## src/core/nvac_regs.vh

```
// register map, field positions and timing constants of the nonvolatile access controller
`ifndef NVAC_REGS_VH
`define NVAC_REGS_VH

// ----------------------------------------
// register offsets (byte addresses)
// ----------------------------------------
`define NVAC_ADDR_WIDTH      8
`define NVAC_OFF_ADDR_LOW    8'h00
`define NVAC_OFF_ADDR_HIGH   8'h04
`define NVAC_OFF_DATA        8'h08
`define NVAC_OFF_CONTROL     8'h0c
`define NVAC_OFF_IRQ_STATUS  8'h10
`define NVAC_OFF_IRQ_MASK    8'h14

// ----------------------------------------
// control register fields
// ----------------------------------------
`define NVAC_BIT_READ_STROBE   0
`define NVAC_BIT_WRITE_STROBE  1
`define NVAC_BIT_WRITE_ARM     2
`define NVAC_BIT_READY_IRQ_EN  3

// ----------------------------------------
// interrupt status fields
// ----------------------------------------
`define NVAC_IRQ_WRITE_DONE    0
`define NVAC_IRQ_READ_DONE     1
`define NVAC_IRQ_WRITE_DROPPED 2
`define NVAC_IRQ_BITS          3

// ----------------------------------------
// timing
// ----------------------------------------
`define NVAC_ARM_CYCLES        3'h4
`define NVAC_WRITE_STALL       3'h2
`define NVAC_READ_STALL        3'h4
`define NVAC_WRITE_OSC_CYCLES  8448
`define NVAC_CLOCK_MHZ         100
`define NVAC_OSC_MHZ           1

`endif

```

## src/core/nvac_controller.v

```verilog
// cpu-side byte access controller for the 512-byte nonvolatile data array
`timescale 1ns/10ps
`include "nvac_regs.vh"
module nvac_controller #(
  parameter WRITE_OSC_CYCLES = `NVAC_WRITE_OSC_CYCLES,  // oscillator cycles per write
  parameter OSC_DIVIDE       = `NVAC_CLOCK_MHZ / `NVAC_OSC_MHZ  // system cycles per osc tick
) (
  input  wire       clock,             // system clock, 100 MHz
  input  wire       reset_n,           // async reset, active low
  input  wire [7:0] busAddress,        // register byte address
  input  wire [7:0] busWriteData,      // write data
  input  wire       busWrite,          // write strobe
  input  wire       busRead,           // read strobe
  output reg  [7:0] busReadData,       // read data, cycle after read strobe
  input  wire       globalIrqEnable,   // global interrupt flag of cpu status word
  input  wire       selfProgramActive, // flash self-programming busy, asynchronous
  output reg        cpuStall,          // halts cpu instruction flow
  output reg        readyIrq,          // ready interrupt request
  output reg        irq,               // masked event interrupt
  output reg  [8:0] arrayAddress,      // array byte address
  output reg  [7:0] arrayWriteData,    // array write byte
  output reg        arrayWriteEnable,  // array programming active
  output reg        arrayReadEnable,   // array read pulse
  input  wire [7:0] arrayReadData      // array read byte, combinational
);

  // ----------------------------------------
  // state and registers
  // ----------------------------------------
  localparam IDLE    = 1'b0;
  localparam WRITING = 1'b1;

  reg        state;
  reg [8:0]  nvAddress;
  reg [7:0]  nvDataByte;
  reg        readyIrqEnable;
  reg        writeArm;
  reg [2:0]  armCount;
  reg [2:0]  stallCount;
  reg [13:0] oscCount;
  reg [`NVAC_IRQ_BITS-1:0] irqStatus;
  reg [`NVAC_IRQ_BITS-1:0] irqMask;

  wire       oscTick;
  wire       flashBusy;
  wire       writeStrobe = (state == WRITING);

  // ----------------------------------------
  // helpers
  // ----------------------------------------
  function hit;
    input [7:0] addr;
    input [7:0] offset;
    begin
      hit = (addr == offset);
    end
  endfunction

  function [2:0] countDown;
    input [2:0] value;
    begin
      countDown = (value == 3'h0) ? 3'h0 : value - 3'h1;
    end
  endfunction

  nvac_sync flashSync (
    .clock   (clock),
    .reset_n (reset_n),
    .din     (selfProgramActive),
    .dout    (flashBusy)
  );

  nvac_osc_tick #(
    .DIVIDE (OSC_DIVIDE)
  ) oscTicker (
    .clock   (clock),
    .reset_n (reset_n),
    .tick    (oscTick)
  );

  // ----------------------------------------
  // decoded write requests
  // ----------------------------------------
  wire ctrlWrite  = busWrite && hit(busAddress, `NVAC_OFF_CONTROL);
  wire armReq     = ctrlWrite && busWriteData[`NVAC_BIT_WRITE_ARM]
                    && !busWriteData[`NVAC_BIT_WRITE_STROBE];
  wire strobeReq  = ctrlWrite && busWriteData[`NVAC_BIT_WRITE_STROBE] && !writeStrobe;
  wire startWrite = strobeReq && writeArm && !flashBusy;
  wire dropWrite  = strobeReq && !startWrite;
  wire readReq    = ctrlWrite && busWriteData[`NVAC_BIT_READ_STROBE] && !writeStrobe;
  wire oscDone    = writeStrobe && oscTick && (oscCount == 14'h0001);
  wire [`NVAC_IRQ_BITS-1:0] irqEvents = {dropWrite, readReq, oscDone};

  // ----------------------------------------
  // address and data registers, never reset
  // ----------------------------------------
  always @(posedge clock) begin
    if (busWrite && !writeStrobe && hit(busAddress, `NVAC_OFF_ADDR_LOW))
      nvAddress[7:0] <= busWriteData;
    if (busWrite && !writeStrobe && hit(busAddress, `NVAC_OFF_ADDR_HIGH))
      nvAddress[8] <= busWriteData[0];
    if (readReq)
      nvDataByte <= arrayReadData;
    else if (busWrite && !writeStrobe && hit(busAddress, `NVAC_OFF_DATA))
      nvDataByte <= busWriteData;
  end

  always @* begin
    arrayAddress = nvAddress;
  end

  // ----------------------------------------
  // write sequencing, survives reset
  // ----------------------------------------
  always @(posedge clock) begin
    case (state)
      IDLE: begin
        if (startWrite) begin
          state          <= WRITING;
          oscCount       <= WRITE_OSC_CYCLES[13:0];
          arrayWriteData <= nvDataByte;
        end
      end
      WRITING: begin
        if (oscTick)
          oscCount <= oscCount - 14'h0001;
        if (oscDone)
          state <= IDLE;
      end
      default: state <= IDLE;
    endcase
  end

  // power-up state of the sequencer without a reset term
  initial state = IDLE;
  initial oscCount = 14'h0000;
  initial arrayWriteData = 8'h00;

  always @* begin
    arrayWriteEnable = writeStrobe;
  end

  // ----------------------------------------
  // control bits, stall and interrupts
  // ----------------------------------------
  always @(posedge clock or negedge reset_n) begin
    if (!reset_n) begin
      readyIrqEnable <= 1'b0;
      writeArm       <= 1'b0;
      armCount       <= 3'h0;
      stallCount     <= 3'h0;
      cpuStall       <= 1'b0;
      readyIrq       <= 1'b0;
      irq            <= 1'b0;
      arrayReadEnable <= 1'b0;
      irqStatus      <= {`NVAC_IRQ_BITS{1'b0}};
      irqMask        <= {`NVAC_IRQ_BITS{1'b0}};
    end else begin
      if (ctrlWrite)
        readyIrqEnable <= busWriteData[`NVAC_BIT_READY_IRQ_EN];
      if (armReq) begin
        writeArm <= 1'b1;
        armCount <= `NVAC_ARM_CYCLES;
      end else if (startWrite || armCount == 3'h1) begin
        writeArm <= 1'b0;
        armCount <= 3'h0;
      end else begin
        armCount <= countDown(armCount);
      end

      if (startWrite)
        stallCount <= `NVAC_WRITE_STALL;
      else if (readReq)
        stallCount <= `NVAC_READ_STALL;
      else
        stallCount <= countDown(stallCount);
      cpuStall <= startWrite || readReq || (stallCount > 3'h1);

      readyIrq <= readyIrqEnable && globalIrqEnable && !writeStrobe && !startWrite;
      // registered pulse, never beside a write that starts on the same strobe
      arrayReadEnable <= readReq && !startWrite;

      if (busWrite && hit(busAddress, `NVAC_OFF_IRQ_MASK))
        irqMask <= busWriteData[`NVAC_IRQ_BITS-1:0];
      if (busWrite && hit(busAddress, `NVAC_OFF_IRQ_STATUS))
        irqStatus <= (irqStatus & ~busWriteData[`NVAC_IRQ_BITS-1:0]) | irqEvents;
      else
        irqStatus <= irqStatus | irqEvents;
      irq <= |(irqStatus & irqMask);
    end
  end

  // ----------------------------------------
  // register read back
  // ----------------------------------------
  always @(posedge clock or negedge reset_n) begin
    if (!reset_n) begin
      busReadData <= 8'h00;
    end else if (busRead) begin
      case (busAddress)
        `NVAC_OFF_ADDR_LOW:   busReadData <= nvAddress[7:0];
        `NVAC_OFF_ADDR_HIGH:  busReadData <= {7'h00, nvAddress[8]};
        `NVAC_OFF_DATA:       busReadData <= nvDataByte;
        `NVAC_OFF_CONTROL:    busReadData <= {4'h0, readyIrqEnable, writeArm,
                                              writeStrobe, 1'b0};
        `NVAC_OFF_IRQ_STATUS: busReadData <= {5'h00, irqStatus};
        `NVAC_OFF_IRQ_MASK:   busReadData <= {5'h00, irqMask};
        default:              busReadData <= 8'h00;
      endcase
    end else begin
      busReadData <= 8'h00;
    end
  end
endmodule

```

## src/core/nvac_sync.v

```verilog
// two-flop synchroniser for a level from outside the clock domain
`timescale 1ns/10ps
module nvac_sync (
  input  wire clock,    // system clock
  input  wire reset_n,  // async reset, active low
  input  wire din,      // asynchronous level
  output reg  dout      // synchronised level
);
  reg stage;

  always @(posedge clock or negedge reset_n) begin
    if (!reset_n) begin
      stage <= 1'b0;
      dout  <= 1'b0;
    end else begin
      stage <= din;
      dout  <= stage;
    end
  end
endmodule

```

## src/core/nvac_osc_tick.v

```verilog
// one-cycle tick per calibrated oscillator period, derived from the system clock
`timescale 1ns/10ps
`include "nvac_regs.vh"
module nvac_osc_tick #(
  parameter DIVIDE = `NVAC_CLOCK_MHZ / `NVAC_OSC_MHZ  // system cycles per oscillator cycle
) (
  input  wire clock,    // system clock
  input  wire reset_n,  // async reset, active low
  output reg  tick      // one pulse per oscillator cycle
);
  reg [7:0] count;

  always @(posedge clock or negedge reset_n) begin
    if (!reset_n) begin
      count <= 8'h00;
      tick  <= 1'b0;
    end else if (count == DIVIDE[7:0] - 8'h01) begin
      count <= 8'h00;
      tick  <= 1'b1;
    end else begin
      count <= count + 8'h01;
      tick  <= 1'b0;
    end
  end
endmodule

```

## config.mk

```make
export PLATFORM = sky130hd
export DESIGN_NAME = nvac_controller
export DESIGN_NICKNAME = d
export VERILOG_FILES = /design/src/core/nvac_controller.v /design/src/core/nvac_sync.v /design/src/core/nvac_osc_tick.v
export VERILOG_INCLUDE_DIRS = /design/src /design/src/core
export SDC_FILE = /design/constraint.sdc
export NUM_CORES = 1
export LEC_CHECK = 0
export ABC_AREA = 0
export BUFFER_PORTS_ARGS = -buffer_cell sky130_fd_sc_hd__buf_2
export CORE_ASPECT_RATIO = 0.5
export CORE_MARGIN = 2
export CORE_UTILIZATION = 56
export DETAILED_ROUTE_END_ITERATION = 10
export PLACE_DENSITY = 0.8
export SLEW_MARGIN = 20
export SYNTH_ARGS = -nofsm -noshare
export SYNTH_HDL_FRONTEND = slang
export SYNTH_SLANG_ARGS = --single-unit
```

## constraint.sdc

```tcl
create_clock -name clock -period 3.1 [get_ports clock]
set_clock_uncertainty 0.15 [all_clocks]
set_input_delay 0.155 -clock clock [delete_from_list [all_inputs] [get_ports clock]]
set_output_delay 0.155 -clock clock [all_outputs]
set_load 0.02 [all_outputs]
```

==> results of run 1 <==
## layout make-up
cell class              instances  share of cell area (%)
clock inverters                 5                   2.414
inverters                      13                   1.136
repair buffers                 80                   11.30
flip-flops and latches         77                   48.05
well taps                      88                   2.499
clock buffers                  11                   5.510
multi-input cells             177                   29.08
## path summary, 6_finish.rpt
kind | startpoint | slack (ps) | endpoint
worst max-delay path | arrayWriteEnable | 950 | nvDataByte[5]
worst min-delay path | arrayReadData[1] | 10 | nvDataByte[1]
worst max register to register | arrayWriteEnable | 950 | nvDataByte[5]
worst min register to register | flashSync.stage | 210 | flashSync.dout
max in group asynchronous | reset_n | 1940 | cpuStall
min in group asynchronous | reset_n | 340 | flashSync.stage
## cells in the mapped netlist (4+ instances only)
cell and instances:
mux2i_1 9, edfxtp_1 39, nand3_1 8, nor3_1 9
xor2_1 7, o21ai_0 12, clkbuf_1 7, nor4_1 6
inv_1 12, or3_1 5, mux2_2 4, dfrtp_1 37
xnor2_1 7, ha_1 7, and3_1 4, nor2_1 19
nand2_1 18, and2_1 5, mux2_4 7, nor2b_1 7
## repair_timing
item / in CTS / in global routing
hold endpoints to repair: 57 / 0
gates resized for setup: 0 / 0
endpoints found under the setup margin: 0 / 0
hold buffers: 18 / 0
## critical path, delay by kind of cell (launching register included)
kind          cells  cell delay, ps
flops             1             320
mux               1             430
simple gates      3            1000
## cell usage in the layout, fill, tap and decap left out, drive strengths merged, types with 8 or more instances in the layout
| master | netlist | layout |
|---|---|---|
| inv | 12 | 13 |
| buf | 2 | 62 |
| nor2 | 19 | 19 |
| nor3 | 9 | 9 |
| o21ai | 12 | 12 |
| nand3 | 8 | 8 |
| mux2i | 9 | 9 |
| nand2 | 18 | 18 |
| dfrtp | 37 | 37 |
| edfxtp | 39 | 39 |
| clkbuf | 8 | 11 |
| nor4 | 8 | 8 |
| mux2 | 11 | 11 |
| dlygate4sd3 | 0 | 18 |
## sequential cells by signal, indices dropped and copies added, names as in the netlist
| signal | cells |
|---|---|
| armCount | 3 |
| arrayAddress | 9 |
| arrayReadEnable | 1 |
| arrayWriteData | 8 |
| arrayWriteEnable | 1 |
| busReadData | 8 |
| cpuStall | 1 |
| flashSync.dout | 1 |
| flashSync.stage | 1 |
| irq | 1 |
| irqMask | 3 |
| irqStatus | 3 |
| nvDataByte | 8 |
| oscCount | 14 |
| oscTicker.count | 8 |
| oscTicker.tick | 1 |
| readyIrq | 1 |
| readyIrqEnable | 1 |
| stallCount | 3 |
| writeArm | 1 |
## logic make-up after synthesis
group	after synthesis
xor+xnor	14
mux	21
compound gates	30
buf+inv	23
fa+ha+maj	7
simple gates	105
flops	77
## layer usage
layer,vias up,wire length (um),share of wire (%),GRT usage (%)
li1,1160,-,-,-
met1,1204,3279,44,30.67
met2,67,3756,51,39.01
met3,8,267,3.6,6.288
met4,0,95,1.3,7.401
met5,-,0,0,0
## power by group through the flow
| stage | combinational, mW | sequential, mW | clock, mW |
|---|---|---|---|
| detailed placement | 0.0920 | 1.11 | 0 |
| global route | 0.121 | 1.09 | 1.26 |
| finish | 0.110 | 1.09 | 1.21 |
| floorplan | 0.0455 | 1.11 | 0 |
| CTS | 0.110 | 1.09 | 1.22 |
| global placement | 0.0882 | 1.11 | 0 |
## through the flow
stage,cells,hold WS (ps),cell area [sq um],total power [mW]
after floorplan,277,-290.6,3486,1.153
after global placement,417,114.9,3876,1.196
after detailed placement,417,119.7,3876,1.200
after CTS,451,3.526,4405,2.416
after global routing,451,1.389,4405,2.465
final,451,12.49,4405,2.405
==> flow_summary_export.csv, run 1 <==
group,metric,value,unit
outcome,status,"finished, final reports clean",
pwr,p_int,1.946,mW
place,gp_congestion,0.9373,
global_route,grt_start_max_net_pins,38,
timing,maxSlewViolCount,0,
synth,yosys.area_share.simple,17.37,%
layout,layout-drive-gt1-share,28.10,%
synth,yosys_warnings,0,
die,start_util,57.80,%
pwr,p_leak,1.906,nW
hold_path,hold_path.class,"in -> reg",
clock_tree,clockBufferDepth,2,
die,die-area,6910,sq um
routing,drc_errors,0,
routing,drtIter0Drc,113,
clock_tree,tritoncts,"done",
pwr,p_switching,0.4587,mW
synth,netlist.area_leader.share,33.60,%
clock_tree,cts-root-buf,"clkbuf_16",
clock_tree,cts_setup_buffers,0,
pwr,p_per_area,545.8,nW/um^2
die,row_count,20,
clock_tree,cts_max_level,3,
setup_path,start_kind,"flip-flop",
global_route,grt_pass1_vias,2428,
synth,synth_top_family_by_area,"simple AND/OR/NAND/NOR gates",
layout,final_util,73.05,%
layout,syn_to_final_growth,26.38,%
clock_tree,clkSinkCount,77,
place,pre_cts_ws,764.6,ps
synth,synth_fa_ha_area_share,2.513,%
global_route,antenna_found_initial,0,
routing,num_vias,2439,
die,die_w,115.6,um
layout,fill_cells,395,
clock_tree,cts_buffers,9,
routing,routedWlPerCell,16.40,um
timing,setup_violations,0,
die,ios,60,
timing,fin_crit_sh,69.49,%
synth,synthTopCellsByArea,"edfxtp_1, dfrtp_1, mux2_4",
synth,postSynth.asyncResetShare,48.05,%
job,maxCapViolations,0,
synth,syn_nets,314,
routing,dr.pass1.iters,5,
clock_tree,clock_latency,330,ps
global_route,overflow,0,
timing,fin_tns_setup,0,ps
timing,max_freq,464.2,MHz
synth,synthesis.area,3486,sq um
setup_path,arrival,2080,ps
setup_path,reg2reg_depth,4,
clock_tree,clkTransAtPathRegs,60,ps
setup_path,crit_chain,"or3b_1 -> nor4_4 -> nand2_1 -> mux2_4",
synth,syn-instance-count,277,
synth,synth_ff_type,"edfxtp_1",
pwr,power_frac_seq,45.2,%
pwr,peakVddDrop,0.2736,mV
pwr,p_clk_share,50.2,%
die,die_height,59.79,um
layout,multi_input_area,1281,sq um
synth,synth_edf_count,39,
synth,synth_xor_area_share,3.518,%
hold_path,hold_depth,2,
global_route,grt_first_pass_wirelength,11920,um
die,core_area,6031,sq um
synth,avgSynthCellArea,12.58,sq um
setup_path,critPathMaxFanout,11,
setup_path,cp.required,3030,ps
setup_path,setup.worst_path.class,"reg -> reg",
pwr,swShare,19.08,%
pwr,power_frac_comb,4.6,%
timing,setup_ws,945.9,ps
synth,synth.distinct_cells,53,
routing,via_per_inst,5.408,
place,hpwl,5157,um
setup_path,slowest_delay,430,ps
setup_path,cp-end-kind,"flip-flop",
synth,synthMuxAreaShare,7.538,%
synth,synth_largest_area_cell,"edfxtp_1",
routing,antenna_left,0,
place,io_buffers,59,
timing,worst_pin_slew,831.1,ps
timing,hold_violations,0,
timing,period_minus_slack,2154,ps
synth,synth_compound_area_share,5.456,%
layout,ff_latch_area,2117,sq um
layout,antenna_cells,0,
setup_path,cp_slowest_cell,"mux2_4",
layout,num-nets-final,395,
synth,seq_area_frac_synth,60.73,%
timing,slew_headroom,44.60,%
timing,rsz0062_at_grt,"no",
synth,synth_seq_cells,77,
routing,totalWireLength,7398,um
global_route,grt_usage,23.44,%
No activity file was read; power rests on OpenSTA's default activity.
==> run 2: changes to the inputs <==
--- a/config.mk
+++ b/config.mk
@@ -6,13 +6,13 @@
 export SDC_FILE = /design/constraint.sdc
 export NUM_CORES = 1
 export LEC_CHECK = 0
-export ABC_AREA = 0
+export ABC_AREA = 1
 export BUFFER_PORTS_ARGS = -buffer_cell sky130_fd_sc_hd__buf_2
 export CORE_ASPECT_RATIO = 0.5
 export CORE_MARGIN = 2
 export CORE_UTILIZATION = 56
 export DETAILED_ROUTE_END_ITERATION = 10
-export PLACE_DENSITY = 0.8
+export PLACE_DENSITY = 0.79
 export SLEW_MARGIN = 20
 export SYNTH_ARGS = -nofsm -noshare
 export SYNTH_HDL_FRONTEND = slang
==> constraint.sdc (replaced) <==
create_clock -name clock -period 2.2 [get_ports clock]
set_clock_uncertainty 0.15 [all_clocks]
set_input_delay 0.11 -clock clock [delete_from_list [all_inputs] [get_ports clock]]
set_output_delay 0.11 -clock clock [all_outputs]
set_load 0.02 [all_outputs]
==> flow_summary_export.csv, run 2 <==
group,metric,value,unit
layout,final_util,73.08,%
global_route,grt_first_pass_wirelength,13150,um
die,ios,60,
clock_tree,hold_buffers,20,
pwr,peakVddDrop,0.5069,mV
synth,synth.distinct_cells,36,
clock_tree,cts_max_level,3,
routing,drc_errors,0,
routing,routedWlPerCell,15.13,um
layout,largest_reg_flops,14,
die,start_util,58.41,%
global_route,grt_pass1_vias,2831,
die,row_count,20,
outcome,status,"finished, final reports clean",
setup_path,cp-end-kind,"flip-flop",
synth,postSynth.asyncResetShare,48.05,%
die,die_height,60.55,um
synth,yosys_warnings,0,
layout,fin_area,4481,sq um
synth,synthTopCellsByArea,"edfxtp_1, dfrtp_1, nand2_1",
clock_tree,clkSinkCount,77,
timing,rsz0062_at_grt,"no",
timing,fin_crit_sh,91.91,%
synth,avgSynthCellArea,9.704,sq um
place,gp_congestion,0.9112,
routing,via_per_inst,5.322,
layout,most-common-layout-cells,"nand2_1, buf_2, nor2_1",
timing,period_minus_slack,2022,ps
timing,setup_violations,0,
clock_tree,cts_buffers,9,
layout,antenna_cells,0,
clock_tree,clockBufferDepth,2,
synth,synth_ff_type,"edfxtp_1",
clock_tree,cts-root-buf,"clkbuf_16",
layout,final_common_cell,"nand2_1",
place,pre_cts_ws,223.7,ps
setup_path,arrival,1950,ps
routing,dr.pass1.iters,6,
timing,setup_ws,178.1,ps
pwr,p_leak,2.246,nW
pwr,p_per_area,699.0,nW/um^2
global_route,grt_usage,25.78,%
clock_tree,tritoncts,"done",
synth,synth_edf_count,39,
timing,hold_violations,0,
synth,synth_largest_area_cell,"edfxtp_1",
die,die-area,7089,sq um
layout,regMostFlops,"oscCount",
synth,netlist.area_leader.share,32.70,%
place,io_buffers,59,
die,die_w,117.1,um
setup_path,start_kind,"flip-flop",
timing,worst_pin_slew,801.8,ps
pwr,power,3.132,mW
die,core_area,6131,sq um
layout,fill_cells,417,
hold_path,hold_path.class,"in -> reg",
setup_path,cp.required,2130,ps
clock_tree,cts-resized-gates,0,
routing,drtIter0Drc,413,
timing,max_freq,494.6,MHz
synth,seq_area_frac_synth,59.12,%
global_route,grt_start_max_net_pins,38,
place,dp.cells,517,
timing,maxSlewViolCount,0,
layout,stdcell_count,553,
routing,totalWireLength,8366,um
synth,synth_seq_cells,77,
place,dpl_cell_area,3986,sq um
job,maxCapViolations,0,
routing,antenna_left,0,
synth,syn_nets,406,
timing,fin_tns_setup,0,ps
layout,layout-drive-gt1-share,21.94,%
clock_tree,clkTransAtPathRegs,60,ps
timing,fin_worst_hold_slack,17.98,ps
global_route,overflow,0,
layout,num-nets-final,497,
layout,syn_to_final_growth,25.12,%
global_route,antenna_found_initial,0,
place,hpwl,5748,um
timing,slew_headroom,46.55,%
synth,yosys-top-cells-count,"nand2_1, nor2_1, inv_1",
clock_tree,clock_latency,350,ps
synth,syn-instance-count,369,
synth,yosysMostFrequentCell,"nand2_1",
synth,synthesis.area,3581,sq um
setup_path,setup.worst_path.class,"reg -> reg",
clock_tree,cts_setup_buffers,0,
setup_path,critPathMaxFanout,5,
routing,num_vias,2943,
-- run 2: worst paths after layout --
path,cells after the start,end,startpoint,slack (ps)
max in group asynchronous,2,readyIrq,reset_n,1150
setup reg to reg,8,oscCount[8],oscCount[0],180
setup / recovery,8,oscCount[8],oscCount[0],180
hold reg to reg,0,flashSync.dout,flashSync.stage,210
hold / removal,3,readyIrqEnable,busWrite,20
min in group asynchronous,2,oscTicker.count[0],reset_n,240
-- run 2: logic make-up after synthesis --
logic type | after synthesis | share of synthesized area (%)
AND/OR/NAND/NOR | 199 | 26.24
flip-flops | 77 | 59.12
buffers and inverters | 47 | 5.625
AO/OA/AOI/OAI | 31 | 4.612
XOR/XNOR | 8 | 1.957
adder cells (fa/ha/maj) | 7 | 2.446
-- run 2: report_power, final --
group / total (mW) / internal, mW / switching [mW]
Sequential: 1.53 / 1.52 / 0.00809
Clock: 1.46 / 0.882 / 0.578
Combinational: 0.143 / 0.0613 / 0.0819
Total: 3.13 / 2.46 / 0.668
-- run 2: critical path: stages (launching register included) --
cell      delay [ps]
edfxtp_1         420
inv_1            140
ha_1             210
inv_1             70
or2_1            240
nor2_2           210
inv_2             70
o21ai_0          140
nand3_1           90
-- run 2: final cells by class --
| cell class | count | area, sq um | share of cell area, % |
|---|---|---|---|
| multi-input combinational | 245 | 1262 | 28.18 |
| clock inverter | 5 | 61.31 | 1.368 |
| clock buffer | 11 | 232.7 | 5.194 |
| sequential | 77 | 2117 | 47.25 |
| timing repair buffer | 84 | 533.0 | 11.90 |
| tap | 88 | 110.1 | 2.457 |
| inverter | 43 | 163.9 | 3.658 |
-- run 2: routing by layer --
layer  up-vias  wire length (um)  global-route usage, %
met5         -                 0                      0
met4         0               202                  9.244
met3        24               716                  10.39
met2       137              4218                  44.34
met1      1396              3228                  30.14
li1       1386                 -                      -
==> run 3: changes to the inputs <==
--- a/config.mk
+++ b/config.mk
@@ -12,6 +12,7 @@
 export CORE_MARGIN = 2
 export CORE_UTILIZATION = 56
 export DETAILED_ROUTE_END_ITERATION = 10
+export GPL_TIMING_DRIVEN = 0
 export PLACE_DENSITY = 0.79
 export SLEW_MARGIN = 20
 export SYNTH_ARGS = -nofsm -noshare
==> flow_summary_export.csv, run 3 (same netlist as run 2, synthesis figures left out) <==
group,metric,value,unit
timing,period_minus_slack,1968,ps
timing,max_freq,508.2,MHz
layout,num-nets-final,496,
layout,largest_reg_flops,14,
outcome,status,"finished, final reports clean",
clock_tree,cts-root-buf,"clkbuf_16",
setup_path,slowest_delay,420,ps
layout,final_common_cell,"nand2_1",
clock_tree,cts_buffers,9,
clock_tree,tritoncts,"done",
setup_path,cp_slowest_cell,"edfxtp_1",
timing,hold_violations,0,
global_route,grt_pass1_vias,2822,
routing,routedWlPerCell,15.11,um
global_route,grt_start_max_net_pins,38,
setup_path,setup.worst_path.class,"reg -> reg",
setup_path,start_kind,"flip-flop",
clock_tree,clockBufferDepth,2,
hold_path,hold_path.class,"in -> reg",
clock_tree,clkTransAtPathRegs,60,ps
place,dpl_cell_area,3991,sq um
routing,via_per_inst,5.281,
routing,drc_errors,0,
routing,num_vias,2915,
routing,antenna_left,0,
pwr,power,3.089,mW
setup_path,critPathBufInv,3,
timing,fin_crit_sh,89.44,%
die,start_util,58.41,%
routing,totalWireLength,8343,um
pwr,peakVddDrop,0.4417,mV
setup_path,cp-end-kind,"flip-flop",
timing,setup_violations,0,
layout,syn_to_final_growth,25.37,%
setup_path,crit_chain,"inv_1 -> ha_1 -> inv_1 -> or2_1 -> nor2_4 -> inv_2 -> o21ai_0 -> nand3_1",
die,row_count,20,
timing,worst_pin_slew,820.6,ps
die,die_height,60.55,um
layout,antenna_cells,0,
timing,fin_tns_setup,0,ps
job,maxCapViolations,0,
timing,fin_worst_hold_slack,32.14,ps
global_route,grt_first_pass_wirelength,13280,um
timing,slew_headroom,45.29,%
setup_path,critPathMaxFanout,5,
die,die-area,7089,sq um
global_route,antenna_found_initial,0,
place,io_buffers,59,
die,ios,60,
global_route,overflow,0,
setup_path,cp_top_family,"simple AND/OR/NAND/NOR gates",
setup_path,cp.required,2120,ps
clock_tree,cts_max_level,3,
layout,most-common-layout-cells,"nand2_1, buf_2, nor2_1",
routing,drtIter0Drc,385,
setup_path,cp_common_cell,"inv_1",
routing,dr.pass1.iters,5,
place,hpwl,5596,um
clock_tree,cts_setup_buffers,0,
pwr,p_leak,2.243,nW
pwr,p_per_area,688.0,nW/um^2
layout,regMostFlops,"oscCount",
clock_tree,clkSinkCount,77,
place,pre_cts_ws,-104.0,ps
timing,setup_ws,232.2,ps
place,dp.cells,516,
clock_tree,clock_latency,340,ps
place,gp_congestion,0.8183,
layout,final_util,73.22,%
die,die_w,117.1,um
timing,rsz0062_at_grt,"no",
global_route,grt_usage,25.74,%
layout,fin_area,4489,sq um
layout,layout-drive-gt1-share,21.98,%
die,core_area,6131,sq um
timing,maxSlewViolCount,0,
layout,stdcell_count,552,
setup_path,arrival,1890,ps
## run 3: cell types whose count changed in the layout (fill, tap and decap cells not counted), sizes merged
| cell | previous run | this run |
|---|---|---|
| clkbuf | 11 | 14 |
| buf | 64 | 62 |
| bufinv | 1 | 0 |
| clkinv | 4 | 3 |
## run 3: tightest hold or removal path, stage by stage
cell     delay [ps]
buf_2            80
nor2_1           50
a21oi_1         150
## run 3: what timing repair did
action | 4_1_cts | 5_1_grt
endpoints found under the setup margin | 0 | 15
resized for setup | 0 | 2
endpoints found under the hold margin | 65 | 0
hold buffers | 20 | 0
## run 3: final cells by class
cell class	instances	area (sq um)
clock buffer	13	271.5
clock inverter	3	18.77
multi-input combinational	245	1275
sequential	77	2117
tap	88	110.1
inverter	43	163.9
fill	423	1642
timing repair buffer	79	495.5
buffer	4	37.54
## run 3: path summary, 6_finish.rpt
check	startpoint	end	slack, ps	depth (start not counted)
min in group asynchronous	reset_n	oscTicker.count[5]	260	2
worst min-delay path	arrayReadData[0]	nvDataByte[0]	30	3
max in group asynchronous	reset_n	busReadData[5]	1120	2
worst min register to register	flashSync.stage	flashSync.dout	220	0
worst max register to register	oscCount[0]	oscCount[8]	230	8
worst max-delay path	oscCount[0]	oscCount[8]	230	8
## run 3: power breakdown
part	internal, mW	leakage, nW	switching, mW	total (mW)
Combinational	0.0614	1.22	0.0829	0.144
Sequential	1.52	0.873	0.00747	1.53
Clock	0.861	0.145	0.554	1.42
## run 3: layer usage
| layer | share of wire, % | track usage (%) | vias to the layer above |
|---|---|---|---|
| met2 | 50 | 43.77 | 135 |
| met4 | 3.1 | 11.93 | 0 |
| met5 | 0 | 0 | - |
| met3 | 7.7 | 8.691 | 27 |
| met1 | 39 | 30.53 | 1364 |
| li1 | - | - | 1389 |
